`src/ast_pkg.sv`:
```
// How it works
// - independent transmitter and receiver, one rate generator
// - select bit picks bus clock or four times
// - length bit picks 8/9; ninth from field
// - ninth received bit, or copy of bit 7
// - preamble of ones precedes first data word
// - start zero first, stop one last
// - buffer transfer sets empty flag; irq when enabled
// - idle line high when nothing to send, low when inverted
// - module disable releases pins to port control
// - send break repeats all-zero break characters
// - after break, finish it, then send one
// - break is 10/11 or 11/12 zero bits
// - break sets error, full, break; clears data
// - idle character all ones; preamble is one
// - transmitter disable finishes character then idles
// - disable then re-enable queues one idle character
// - invert bit inverts every transmitted level
// - complete character loads buffer, sets full flag
// - buffer writes feed transmit, reads return receive
// - sixteen rate ticks per bit, one mid-bit sample, resync on start
// - missing stop one sets framing error
package ast_pkg;
   localparam int AST_OVERSAMPLE = 16;
   localparam int AST_MID_SAMPLE = 8;
   localparam int AST_HALF_BIT = 7;
   localparam int AST_FRAME_BITS_8 = 10;
   localparam int AST_BREAK_EXTRA = 1;
   localparam logic [15:0] AST_DIV_RESET = 16'h001A;

   typedef struct packed
   {
      logic module_enable;
      logic transmitter_enable;
      logic receiver_enable;
      logic char_ninth;
      logic send_break;
      logic transmit_invert;
      logic extended_break_select;
      logic clock_source_select;
      logic transmit_irq_enable;
      logic receive_irq_enable;
   } ast_ctrl_t;

   typedef struct packed
   {
      logic transmit_empty_flag;
      logic transmit_complete;
      logic receiver_full_flag;
      logic framing_error_flag;
      logic break_flag;
      logic noise_flag;
      logic overrun_flag;
      logic reception_in_progress_flag;
   } ast_status_t;

   typedef enum logic [1:0]
   {
      AST_TX_IDLE = 2'b00,
      AST_TX_SHIFT = 2'b01
   } ast_tx_state_t;

   typedef enum logic [1:0]
   {
      AST_RX_HUNT = 2'b00,
      AST_RX_START = 2'b01,
      AST_RX_DATA = 2'b10
   } ast_rx_state_t;
endpackage : ast_pkg

```
`src/ast_uart.sv`:
```
`timescale 1ns/10ps
`default_nettype none
module ast_uart
   import ast_pkg::*;
#(
   parameter int DIV_W = 16
)
(
   input wire logic mclk_i,
   input wire logic rst_i,
   input wire ast_ctrl_t ctrl_i,
   input wire logic [DIV_W-1:0] bit_rate_control_i,
   input wire logic [7:0] wr_data_i,
   input wire logic tx_ninth_bit_i,
   input wire logic wr_stb_i,
   input wire logic rd_stb_i,
   input wire logic status_rd_i,
   output logic [7:0] rd_data_o,
   output logic rx_ninth_bit_o,
   output ast_status_t status_o,
   output logic tx_irq_o,
   output logic rx_irq_o,
   input wire logic rxd_i,
   output logic txd_o,
   output logic txd_oe_o,
   output logic pins_owned_o
);
   // ****************************************
   // rate generator
   // ****************************************
   logic [1:0] quarter;
   logic [DIV_W-1:0] div_cnt;
   logic mod_tick;
   logic rt_tick;
   // bus clock mode ticks every fourth mclk, x4 mode every mclk
   assign mod_tick = ctrl_i.clock_source_select ? (quarter == 2'h3) : 1'b1;
   always_ff @(posedge mclk_i)
   begin
      if (rst_i)
         quarter <= 2'h0;
      else
         quarter <= quarter + 2'h1;
   end
   // one shared divider feeds both directions
   always_ff @(posedge mclk_i)
   begin
      if (rst_i || !ctrl_i.module_enable)
         div_cnt <= '0;
      else if (mod_tick)
         div_cnt <= (div_cnt + 1'b1 >= bit_rate_control_i) ? '0 : div_cnt + 1'b1;
   end
   assign rt_tick = mod_tick && (div_cnt + 1'b1 >= bit_rate_control_i);

   // ****************************************
   // transmitter
   // ****************************************
   ast_tx_state_t tx_state;
   // one spare stop position keeps the line low between back-to-back long breaks
   logic [12:0] tx_shift;
   logic [3:0] tx_bits;
   logic [3:0] tx_rt;
   logic [7:0] tx_buf;
   logic tx_buf_ninth;
   logic preamble_due;
   logic idle_queued;
   logic te_prev;
   logic brk_tail;
   logic tx_line;
   logic [3:0] frame_len;
   assign frame_len = ctrl_i.char_ninth ? 4'(AST_FRAME_BITS_8 + 1) : 4'(AST_FRAME_BITS_8);

   always_ff @(posedge mclk_i)
   begin
      if (rst_i)
         te_prev <= 1'b0;
      else
         te_prev <= ctrl_i.transmitter_enable;
   end

   always_ff @(posedge mclk_i)
   begin
      if (rst_i || !ctrl_i.module_enable)
      begin
         tx_state <= AST_TX_IDLE;
         tx_shift <= '1;
         tx_bits <= 4'h0;
         tx_rt <= 4'h0;
         status_o.transmit_empty_flag <= 1'b1;
         status_o.transmit_complete <= 1'b1;
         preamble_due <= 1'b1;
         idle_queued <= 1'b0;
         brk_tail <= 1'b0;
         tx_buf <= 8'h00;
         tx_buf_ninth <= 1'b0;
      end
      else
      begin
         // software write clears empty; buffer stands write-only to shifter
         if (wr_stb_i)
         begin
            tx_buf <= wr_data_i;
            tx_buf_ninth <= tx_ninth_bit_i;
            status_o.transmit_empty_flag <= 1'b0;
            status_o.transmit_complete <= 1'b0;
         end
         if (!te_prev && ctrl_i.transmitter_enable && tx_state == AST_TX_SHIFT)
            idle_queued <= 1'b1;
         if (!ctrl_i.transmitter_enable && tx_state == AST_TX_IDLE)
            preamble_due <= 1'b1;
         if (ctrl_i.send_break)
            brk_tail <= 1'b1;
         unique case (tx_state)
            AST_TX_IDLE:
            begin
               tx_shift <= '1;
               if (ctrl_i.transmitter_enable)
               begin
                  tx_rt <= 4'h0;
                  tx_state <= AST_TX_SHIFT;
                  if (preamble_due || idle_queued)
                  begin
                     // preamble is an idle character of ones
                     tx_shift <= '1;
                     tx_bits <= frame_len;
                     preamble_due <= 1'b0;
                     idle_queued <= 1'b0;
                  end
                  else if (ctrl_i.send_break)
                  begin
                     // extended select adds one zero bit
                     tx_shift <= '0;
                     tx_bits <= frame_len
                        + (ctrl_i.extended_break_select ? 4'(AST_BREAK_EXTRA) : 4'h0);
                  end
                  else if (brk_tail)
                  begin
                     tx_shift <= '1;
                     tx_bits <= 4'h1;
                     brk_tail <= 1'b0;
                  end
                  else if (!status_o.transmit_empty_flag && !wr_stb_i)
                  begin
                     // stop high, start low at lsb, data lsb first
                     tx_shift <= ctrl_i.char_ninth ? {3'b111, tx_buf_ninth, tx_buf, 1'b0}
                                                  : {4'b1111, tx_buf, 1'b0};
                     tx_bits <= frame_len;
                     status_o.transmit_empty_flag <= 1'b1;
                  end
                  else
                  begin
                     tx_state <= AST_TX_IDLE;
                     status_o.transmit_complete <= 1'b1;
                  end
               end
            end
            AST_TX_SHIFT:
            begin
               if (rt_tick)
               begin
                  tx_rt <= tx_rt + 4'h1;
                  if (tx_rt == 4'(AST_OVERSAMPLE - 1))
                  begin
                     tx_shift <= {1'b1, tx_shift[12:1]};
                     tx_bits <= tx_bits - 4'h1;
                     if (tx_bits == 4'h1)
                        tx_state <= AST_TX_IDLE;
                  end
               end
            end
            default:
               tx_state <= AST_TX_IDLE;
         endcase
      end
   end
   // the reload cycle between characters keeps the last level, so breaks run unbroken
   assign tx_line = tx_shift[0];
   always_ff @(posedge mclk_i)
   begin
      if (rst_i)
         txd_o <= 1'b1;
      else
         txd_o <= tx_line ^ ctrl_i.transmit_invert;
   end
   // disabled module hands both pins back to the port
   assign pins_owned_o = ctrl_i.module_enable;
   assign txd_oe_o = ctrl_i.module_enable && ctrl_i.transmitter_enable;
   assign tx_irq_o = status_o.transmit_empty_flag && ctrl_i.transmit_irq_enable;

   // ****************************************
   // receiver
   // ****************************************
   logic rx_meta;
   logic rx_sync;
   ast_rx_state_t rx_state;
   logic [3:0] rx_rt;
   logic [3:0] rx_bits;
   logic [9:0] rx_shift;
   logic rx_zero_all;
   always_ff @(posedge mclk_i)
   begin
      if (rst_i)
      begin
         rx_meta <= 1'b1;
         rx_sync <= 1'b1;
      end
      else
      begin
         rx_meta <= rxd_i;
         rx_sync <= rx_meta;
      end
   end

   always_ff @(posedge mclk_i)
   begin
      if (rst_i || !ctrl_i.module_enable)
      begin
         rx_state <= AST_RX_HUNT;
         rx_rt <= 4'h0;
         rx_bits <= 4'h0;
         rx_shift <= '0;
         rx_zero_all <= 1'b0;
         rd_data_o <= 8'h00;
         rx_ninth_bit_o <= 1'b0;
         status_o.receiver_full_flag <= 1'b0;
         status_o.framing_error_flag <= 1'b0;
         status_o.break_flag <= 1'b0;
         status_o.noise_flag <= 1'b0;
         status_o.overrun_flag <= 1'b0;
         status_o.reception_in_progress_flag <= 1'b0;
      end
      else
      begin
         // read together with status read in one cycle clears flags; a same-cycle set below wins
         if (rd_stb_i && status_rd_i)
         begin
            status_o.receiver_full_flag <= 1'b0;
            status_o.framing_error_flag <= 1'b0;
            status_o.break_flag <= 1'b0;
            status_o.overrun_flag <= 1'b0;
         end
         unique case (rx_state)
            AST_RX_HUNT:
            begin
               if (ctrl_i.receiver_enable && !rx_sync)
               begin
                  rx_state <= AST_RX_START;
                  rx_rt <= 4'h0;
                  status_o.reception_in_progress_flag <= 1'b1;
               end
            end
            AST_RX_START:
            begin
               if (rt_tick)
               begin
                  rx_rt <= rx_rt + 4'h1;
                  if (rx_rt == 4'(AST_HALF_BIT))
                  begin
                     if (rx_sync)
                     begin
                        rx_state <= AST_RX_HUNT;
                        status_o.reception_in_progress_flag <= 1'b0;
                     end
                     else
                     begin
                        // restart the 16-step count centred on the start bit
                        rx_state <= AST_RX_DATA;
                        rx_rt <= 4'h0;
                        rx_bits <= frame_len - 4'h1;
                        rx_zero_all <= 1'b1;
                     end
                  end
               end
            end
            AST_RX_DATA:
            begin
               if (rt_tick)
               begin
                  rx_rt <= rx_rt + 4'h1;
                  if (rx_rt == 4'(AST_OVERSAMPLE - 1))
                  begin
                     rx_shift <= {rx_sync, rx_shift[9:1]};
                     rx_bits <= rx_bits - 4'h1;
                     if (rx_sync)
                        rx_zero_all <= 1'b0;
                     if (rx_bits == 4'h1)
                     begin
                        rx_state <= AST_RX_HUNT;
                        status_o.reception_in_progress_flag <= 1'b0;
                        status_o.receiver_full_flag <= 1'b1;
                        if (status_o.receiver_full_flag && !(rd_stb_i && status_rd_i))
                           status_o.overrun_flag <= 1'b1;
                        status_o.framing_error_flag <= !rx_sync;
                        if (rx_zero_all && !rx_sync)
                        begin
                           // all zeros through stop: break
                           status_o.break_flag <= 1'b1;
                           rd_data_o <= 8'h00;
                           rx_ninth_bit_o <= 1'b0;
                        end
                        else if (ctrl_i.char_ninth)
                        begin
                           rd_data_o <= rx_shift[8:1];
                           rx_ninth_bit_o <= rx_shift[9];
                        end
                        else
                        begin
                           rd_data_o <= rx_shift[9:2];
                           rx_ninth_bit_o <= rx_shift[9];
                        end
                     end
                  end
               end
            end
            default:
               rx_state <= AST_RX_HUNT;
         endcase
      end
   end
   assign rx_irq_o = status_o.receiver_full_flag && ctrl_i.receive_irq_enable;
endmodule : ast_uart
`default_nettype wire

```
`config.mk`:
```
export PLATFORM = sky130hd
export DESIGN_NAME = ast_uart
export DESIGN_NICKNAME = d
export VERILOG_FILES = /design/src/ast_pkg.sv /design/src/ast_uart.sv
export SDC_FILE = /design/constraint.sdc
export NUM_CORES = 1
export LEC_CHECK = 0
export ABC_AREA = 1
export ABC_CLOCK_PERIOD_IN_PS = 4400
export BUFFER_PORTS_ARGS = -buffer_cell sky130_fd_sc_hd__clkbuf_2
export CORE_MARGIN = 2
export CORE_UTILIZATION = 49
export DETAILED_ROUTE_END_ITERATION = 10
export PLACE_DENSITY = 0.77
export SETUP_SLACK_MARGIN = 0.3
export SYNTH_ARGS = -nofsm -noshare
export SYNTH_HDL_FRONTEND = slang
export SYNTH_SLANG_ARGS = --single-unit
```
`constraint.sdc`:
```
create_clock -name mclk_i -period 4.4 [get_ports mclk_i]
set_input_delay 1.32 -clock mclk_i [delete_from_list [all_inputs] [get_ports mclk_i]]
set_output_delay 1.32 -clock mclk_i [all_outputs]
set_load 0.005 [all_outputs]
```
==> run_results.csv, run 1 <==
group,metric,value,unit
status,status,"complete, no violations",
detailed_routing,via_count,4655,
worst_setup_path,cp_max_fo,13,
worst_setup_path,path_cells,"ha_1 -> nand2_1 -> nor2_2 -> nand2_2 -> clkinv_2 -> nand3_4 -> nor2_4 -> xor2_2 -> ha_1 -> nand2_1 -> o21ai_0 -> a21oi_2 -> nand2_4 -> nand4_1 -> o21a_1 -> nor2_1",
worst_setup_path,slowest_delay,0.46,ns
clock_network,tritoncts,"built",
global_routing,grt_usage,19.9,%
worst_setup_path,regToRegSetupSlack,1.28,ns
clock_network,insertion_delay,0.37,ns
cells_and_area,syn_to_final_growth,10.2,%
cells_and_area,diodes,0,
detailed_routing,ant_nets,0,
timing,worst_hold_slack,0.426,ns
timing,fin_skew,0.0148,ns
logic_synthesis,syn_nets,804,
floorplan,core-area,10300,um2
detailed_routing,detail_route.wl_per_cell,11.7,um
logic_synthesis,synth_seq_cells,92,
timing,finalSetupTns,0,ns
detailed_routing,first_pass_iters,4,
worst_setup_path,cp.depth,16,
timing,max_slew_margin,43.8,%
global_routing,grt_pass1_wl,18800,um
power_and_ir_drop,total_power,1.61,mW
cells_and_area,nets,850,
global_routing,grt_pass1_vias,4298,
cells_and_area,drive_gt1_share,17.3,%
logic_synthesis,synth_cell_types,47,
power_and_ir_drop,peakVddDrop,0.000136,V
timing,min_period,3.12,ns
logic_synthesis,synth_simple_gate_area_share,30.9,%
global_routing,grt_antenna_before_repair,0,
clock_network,post_cts_resized,0,
placed_design,hpwl,7620,um
cells_and_area,nFillCells,1020,
detailed_routing,viasPerCell,5.05,
floorplan,die_x,107,um
logic_synthesis,syn_inst,734,
clock_network,post_cts_buffers,0,
logic_synthesis,synth_xor_area_share,2.82,%
detailed_routing,route.detailed.drc,0,
floorplan,core.rowCount,37,
clock_network,clk_pin_slew,0.10,ns
detailed_routing,drt_iter0_markers,207,
cells_and_area,multi_input_area,2820,um2
floorplan,ios,63,
logic_synthesis,yosys.area_share.adder,6.98,%
worst_setup_path,crit_arrival,3.43,ns
floorplan,die_y,107,um
timing,post-route-period-util,70.9,%
run,maxCapViolations,0,
worst_setup_path,crit_slowest_cell,"nand4_1",
worst_setup_path,worstReg2RegStart,"div_cnt[0]",
worst_setup_path,cp-endpoint,"status_o[1]",
timing,max_freq,0.321,GHz
logic_synthesis,syn_area_per_cell,7.08,um2
timing,grt_setup_unrepaired,"false",
global_routing,grt_max_degree,58,
cells_and_area,regArea,1840,um2
worst_hold_path,hp-class,"reg -> reg",
global_routing,overflow,0,
logic_synthesis,synth_top_family_by_area,"simple AND/OR/NAND/NOR gates",
clock_network,root_buffer,"clkbuf_8",
timing,setup_viol,0,
worst_setup_path,end_kind,"register",
power_and_ir_drop,powerDensity,282,nW/um2
worst_setup_path,reg2reg_to,"status_o[1]",
clock_network,cts.sinks,92,
worst_setup_path,crit_type,"reg -> reg",
worst_setup_path,r2r_cells,16,
placed_design,gp_congestion,0.869,
logic_synthesis,synth_compound_area_share,13.4,%
worst_setup_path,crit_required,4.71,ns
logic_synthesis,synth_area,5200,um2
clock_network,htreeDepth,3,
timing,report.final.slew_viol_count,0,
floorplan,die_area,11500,um2
logic_synthesis,synth.mux.area_fraction,0,%
power_and_ir_drop,leakage,2.46,nW
worst_setup_path,startpoint,"div_cnt[0]",
clock_network,numCtsBuffers,9,
worst_setup_path,startpoint_type,"register",
placed_design,port_buffers,61,
timing,worst_slew_pin_slew,0.838,ns
worst_setup_path,crit_family,"simple AND/OR/NAND/NOR gates",
clock_network,clock_path_buffers,2,
worst_setup_path,crit_buf_inv,1,
logic_synthesis,synth-seq-area-share,35.4,%
timing,final_hold_viol_count,0,
cells_and_area,finalCoreUtilization,55.5,%
floorplan,initial_core_util,50.4,%
logic_synthesis,ys_warn_count,0,
detailed_routing,wl,10800,um
clock_network,cts_hold_buf,0,
[placed cells by master, fill, tap and decap left out, types with 3 or more instances in the layout]
master / instances
o21a_1: 3
clkbuf_2: 61
o21ai_0: 25
dfxtp_1: 92
nand2_1: 173
nand3_1: 65
buf_4: 4
nand2_4: 5
a21oi_1: 82
xor2_1: 10
nand2_2: 15
inv_1: 84
nor2_2: 3
or2_2: 4
ha_1: 29
inv_6: 3
clkbuf_8: 9
nor3_2: 3
nor2_1: 41
xnor2_1: 3
nor2_4: 4
nand4_1: 14
o21ai_1: 6
nor3_1: 9
inv_2: 8
[power breakdown]
group | internal [mW] | switching (mW) | total, mW
Combinational | 0.0564 | 0.102 | 0.159
Sequential | 0.848 | 0.0101 | 0.858
Clock | 0.272 | 0.325 | 0.597
[how the worst min path moves through the flow]
| stage | to | from | depth (start not counted) |
|---|---|---|---|
| floorplan | rx_sync | rx_meta | 1 |
| global placement | rx_sync | rx_meta | 1 |
| detailed placement | rx_sync | rx_meta | 1 |
| CTS | quarter[0] | quarter[0] | 1 |
| global route | rx_sync | rx_meta | 1 |
| finish | quarter[0] | quarter[0] | 1 |
[Yosys cell counts (all sizes together)]
cell | instances | area, um2
nand4 | 14 | 87.6
ha | 29 | 363
xnor2 | 3 | 26.3
conb | 1 | 3.75
dfxtp | 92 | 1840
nor2 | 48 | 218
clkbuf | 13 | 48.8
nor4 | 2 | 27.5
a31oi | 2 | 12.5
a211oi | 1 | 7.51
o21a | 3 | 22.5
a31o | 2 | 17.5
a21oi | 85 | 444
clkinv | 2 | 8.75
a21boi | 1 | 7.51
o21ai | 31 | 155
nand3 | 68 | 363
o211ai | 1 | 7.51
o22ai | 1 | 6.26
buf | 17 | 133
a211o | 1 | 8.76
and3 | 2 | 12.5
inv | 93 | 352
nor3 | 12 | 75.1
or2 | 4 | 25.0
xor2 | 12 | 120
o21bai | 1 | 7.51
nand2 | 193 | 797
[cell families after synthesis]
family,count (synthesis)
buffers and inverters,125
adder cells (fa/ha/maj),29
XOR/XNOR,15
other,1
AO/OA/AOI/OAI,129
AND/OR/NAND/NOR,343
flip-flops,92
[area by class of cell]
cell class | instances | area share (%)
Sequential cell | 92 | 32.1
Inverter | 95 | 6.29
Clock buffer | 9 | 2.16
Timing Repair Buffer | 65 | 5.85
Tap cell | 136 | 2.97
Clock inverter | 7 | 1.40
Multi-Input combinational cell | 517 | 49.2
[state kept, by name, summed over array words and instances, names as in the netlist, 2 cells and up, named ones only]
name and count:
div_cnt 16, rx_rt 4, tx_shift 13, status_o 7, rx_shift 9, tx_bits 4, tx_rt 4, rx_state 2
tx_buf 8, rx_bits 4, rd_data_o 8, quarter 2
[metrics by stage]
step           setup slack [ns]  cell area [um2]  cells
4_1_cts                    1.26             5730    921
5_1_grt                   0.935             5730    921
3_3_place_gp               1.19             5530    905
6_report                   1.28             5730    921
3_5_place_dp               1.12             5530    905
2_1_floorplan              1.62             5200    734
[layer usage]
layer	global-route usage, %	wire length [um]	part of all wire [%]
met3	3.77	453	4.2
met1	25.8	5270	49
met2	34.0	5000	46
met4	5.01	68	0.63
met5	0	0	0
(Power assumes the default switching activity.)
==> inputs of run 2 (changes only) <==
--- a/config.mk
+++ b/config.mk
@@ -6,12 +6,12 @@
 export NUM_CORES = 1
 export LEC_CHECK = 0
 export ABC_AREA = 1
-export ABC_CLOCK_PERIOD_IN_PS = 4400
+export ABC_CLOCK_PERIOD_IN_PS = 2700
 export BUFFER_PORTS_ARGS = -buffer_cell sky130_fd_sc_hd__clkbuf_2
 export CORE_MARGIN = 2
 export CORE_UTILIZATION = 49
 export DETAILED_ROUTE_END_ITERATION = 10
-export PLACE_DENSITY = 0.77
+export PLACE_DENSITY = 0.8
 export SETUP_SLACK_MARGIN = 0.3
 export SYNTH_ARGS = -nofsm -noshare
 export SYNTH_HDL_FRONTEND = slang
==> constraint.sdc (replaced) <==
create_clock -name mclk_i -period 2.7 [get_ports mclk_i]
set_input_delay 0.81 -clock mclk_i [delete_from_list [all_inputs] [get_ports mclk_i]]
set_output_delay 0.81 -clock mclk_i [all_outputs]
set_load 0.005 [all_outputs]
==> run 2 against run 1 <==
Effect of this change:
- the run now ends with negative setup slack left
- critical path depth decreased by 1
- cell area increased by 13%
- non-clock buffer count increased by 28
- global-route usage increased by 1.7 points
- count of clock-buffer cells in the layout increased by 2
- sequential cell count unchanged
- via count increased by 6.6%
- clock power increased by 76%
- highest routed layer unchanged
==> run_results.csv, run 2 (synthesized netlist as in run 1, its figures left out) <==
group,metric,value,unit
cells_and_area,syn_to_final_growth,24.2,%
global_routing,grt_pass1_wl,20300,um
worst_setup_path,crit_arrival,3.10,ns
power_and_ir_drop,seqPwrFrac,50.8,%
global_routing,overflow,0,
floorplan,die_x,107,um
floorplan,die_y,107,um
power_and_ir_drop,powerDensity,428,nW/um2
floorplan,core-area,10300,um2
floorplan,ios,63,
floorplan,die_area,11500,um2
timing,post-route-period-util,104,%
worst_setup_path,startpoint_type,"register",
cells_and_area,drive_gt1_share,29.0,%
clock_network,clk_pin_slew,0.10,ns
clock_network,cts_hold_buf,0,
timing,max_freq,0.356,GHz
global_routing,grt_antenna_before_repair,0,
global_routing,grt_usage,21.5,%
worst_hold_path,hp-class,"reg -> reg",
clock_network,tritoncts,"built",
timing,grt_setup_unrepaired,"true",
worst_setup_path,crit_required,2.99,ns
cells_and_area,multi_input_area,3220,um2
detailed_routing,first_pass_iters,5,
worst_setup_path,slowest_delay,0.42,ns
power_and_ir_drop,combPwrFrac,11.3,%
timing,min_period,2.81,ns
cells_and_area,mostFrequentLayoutCells,"155 x nand2_1, 85 x dfxtp_1, 82 x inv_1",
power_and_ir_drop,leakage,2.70,nW
timing,worst_slew_pin_slew,0.702,ns
worst_setup_path,crit_buf_inv,2,
global_routing,grt_max_degree,36,
detailed_routing,via_count,4961,
power_and_ir_drop,peakVddDrop,0.000243,V
detailed_routing,drt_iter0_markers,328,
worst_setup_path,reg2reg_to,"div_cnt[14]",
timing,setup_slack,-0.108,ns
timing,final_hold_viol_count,0,
status,status,"finished with violations",
worst_setup_path,r2r_cells,15,
floorplan,core.rowCount,37,
clock_network,cts.sinks,92,
power_and_ir_drop,total_power,2.76,mW
worst_setup_path,end_kind,"register",
placed_design,place_ws,0.0138,ns
cells_and_area,finalCoreUtilization,62.6,%
global_routing,grt_pass1_vias,4521,
timing,report.final.slew_viol_count,0,
cells_and_area,top_register,"div_cnt",
placed_design,port_buffers,61,
clock_network,numCtsBuffers,9,
detailed_routing,wl,12600,um
cells_and_area,regArea,1850,um2
power_and_ir_drop,internal-power,2.02,mW
worst_setup_path,cp-endpoint,"div_cnt[14]",
clock_network,clock_path_buffers,2,
power_and_ir_drop,switching_share,26.8,%
worst_setup_path,worstReg2RegStart,"div_cnt[8]",
worst_setup_path,crit_type,"reg -> reg",
detailed_routing,viasPerCell,5.22,
worst_setup_path,cp.depth,15,
worst_setup_path,crit_slowest_cell,"dfxtp_1",
cells_and_area,reg_top3,"div_cnt x16, tx_shift x13, rx_shift x9",
worst_setup_path,crit_family,"simple AND/OR/NAND/NOR gates",
run,maxCapViolations,0,
placed_design,dp.cells,922,
worst_setup_path,startpoint,"div_cnt[8]",
detailed_routing,route.detailed.drc,0,
cells_and_area,instances_no_fill,951,
power_and_ir_drop,power.net_switching,739,uW
clock_network,root_buffer,"clkbuf_8",
timing,max_slew_margin,53.1,%
cells_and_area,largest_register_ff_count,16,
worst_setup_path,path_cells,"nand2_1 -> nor2_1 -> nand4_1 -> nor2_4 -> xor2_2 -> ha_1 -> a21oi_1 -> o21ai_1 -> a21oi_2 -> nand2_4 -> buf_6 -> nor2_4 -> clkbuf_16 -> nand2_1 -> a21oi_2",
floorplan,initial_core_util,50.4,%
cells_and_area,diodes,0,
cells_and_area,nFillCells,859,
cells_and_area,layout_commonest_cell,"nand2_1",
cells_and_area,nets,880,
worst_setup_path,regToRegSetupSlack,-0.11,ns
status,failed_checks,"negative setup slack",
power_and_ir_drop,power_frac_clock,37.9,%
worst_setup_path,cp_max_fo,7,
timing,worst_hold_slack,0.429,ns
placed_design,hpwl,8050,um
detailed_routing,ant_nets,0,
detailed_routing,detail_route.wl_per_cell,13.2,um
timing,setup_viol,26,
clock_network,htreeDepth,3,
clock_network,insertion_delay,0.36,ns
placed_design,gp_congestion,0.842,
timing,fin_skew,0.00933,ns
==> run 2: layout make-up <==
cell class	count	share of cell area, %
Multi-Input combinational cell	519	49.8
Sequential cell	92	28.7
Timing Repair Buffer	93	9.49
Inverter	95	5.83
Tap cell	136	2.63
Clock buffer	11	2.52
Clock inverter	5	0.988
==> run 2: per-layer routing <==
layer / track usage (%) / up-vias / part of all wire [%]
met5: 0 / - / 0
li1: - / 2533 / -
met4: 8.35 / 0 / 2.4
met2: 36.2 / 108 / 50
met1: 28.2 / 2296 / 45
met3: 2.61 / 24 / 3.5
==> run 2: worst min-delay path by stage <==
| stage | start | end | slack, ns | cells after the start |
|---|---|---|---|---|
| floorplan | rx_meta | rx_sync | 0.39 | 1 |
| finish | quarter[0] | quarter[0] | 0.43 | 1 |
| global route | quarter[0] | quarter[0] | 0.45 | 1 |
| global placement | rx_meta | rx_sync | 0.39 | 1 |
| CTS | quarter[0] | quarter[0] | 0.43 | 1 |
| detailed placement | rx_meta | rx_sync | 0.40 | 1 |
==> run 2: per-stage QoR <==
stage | setup TNS (ns) | cell area, um2
floorplan | 0 | 5230
global placement | 0 | 5700
detailed placement | 0 | 5700
CTS | 0 | 6140
global route | -11.17 | 6460
finish | -1.09 | 6460
==> run 2: power groups by stage <==
| stage | combinational, mW | clock [mW] | sequential, mW |
|---|---|---|---|
| after floorplan | 0.190 | 0 | 1.43 |
| after global placement | 0.263 | 0 | 1.43 |
| after detailed placement | 0.268 | 0 | 1.43 |
| after CTS | 0.284 | 1.05 | 1.40 |
| after global routing | 0.349 | 1.11 | 1.41 |
| final | 0.312 | 1.05 | 1.40 |
==> run 2: repair_timing <==
| item | 4_1_cts | 5_1_grt |
|---|---|---|
| endpoints found under the setup margin | 71 | 72 |
| setup buffers | 8 | 2 |
| cloned | 1 | 2 |
| endpoints found under the hold margin | 0 | 0 |
| resized for setup | 32 | 65 |
| pin swaps | 20 | 22 |
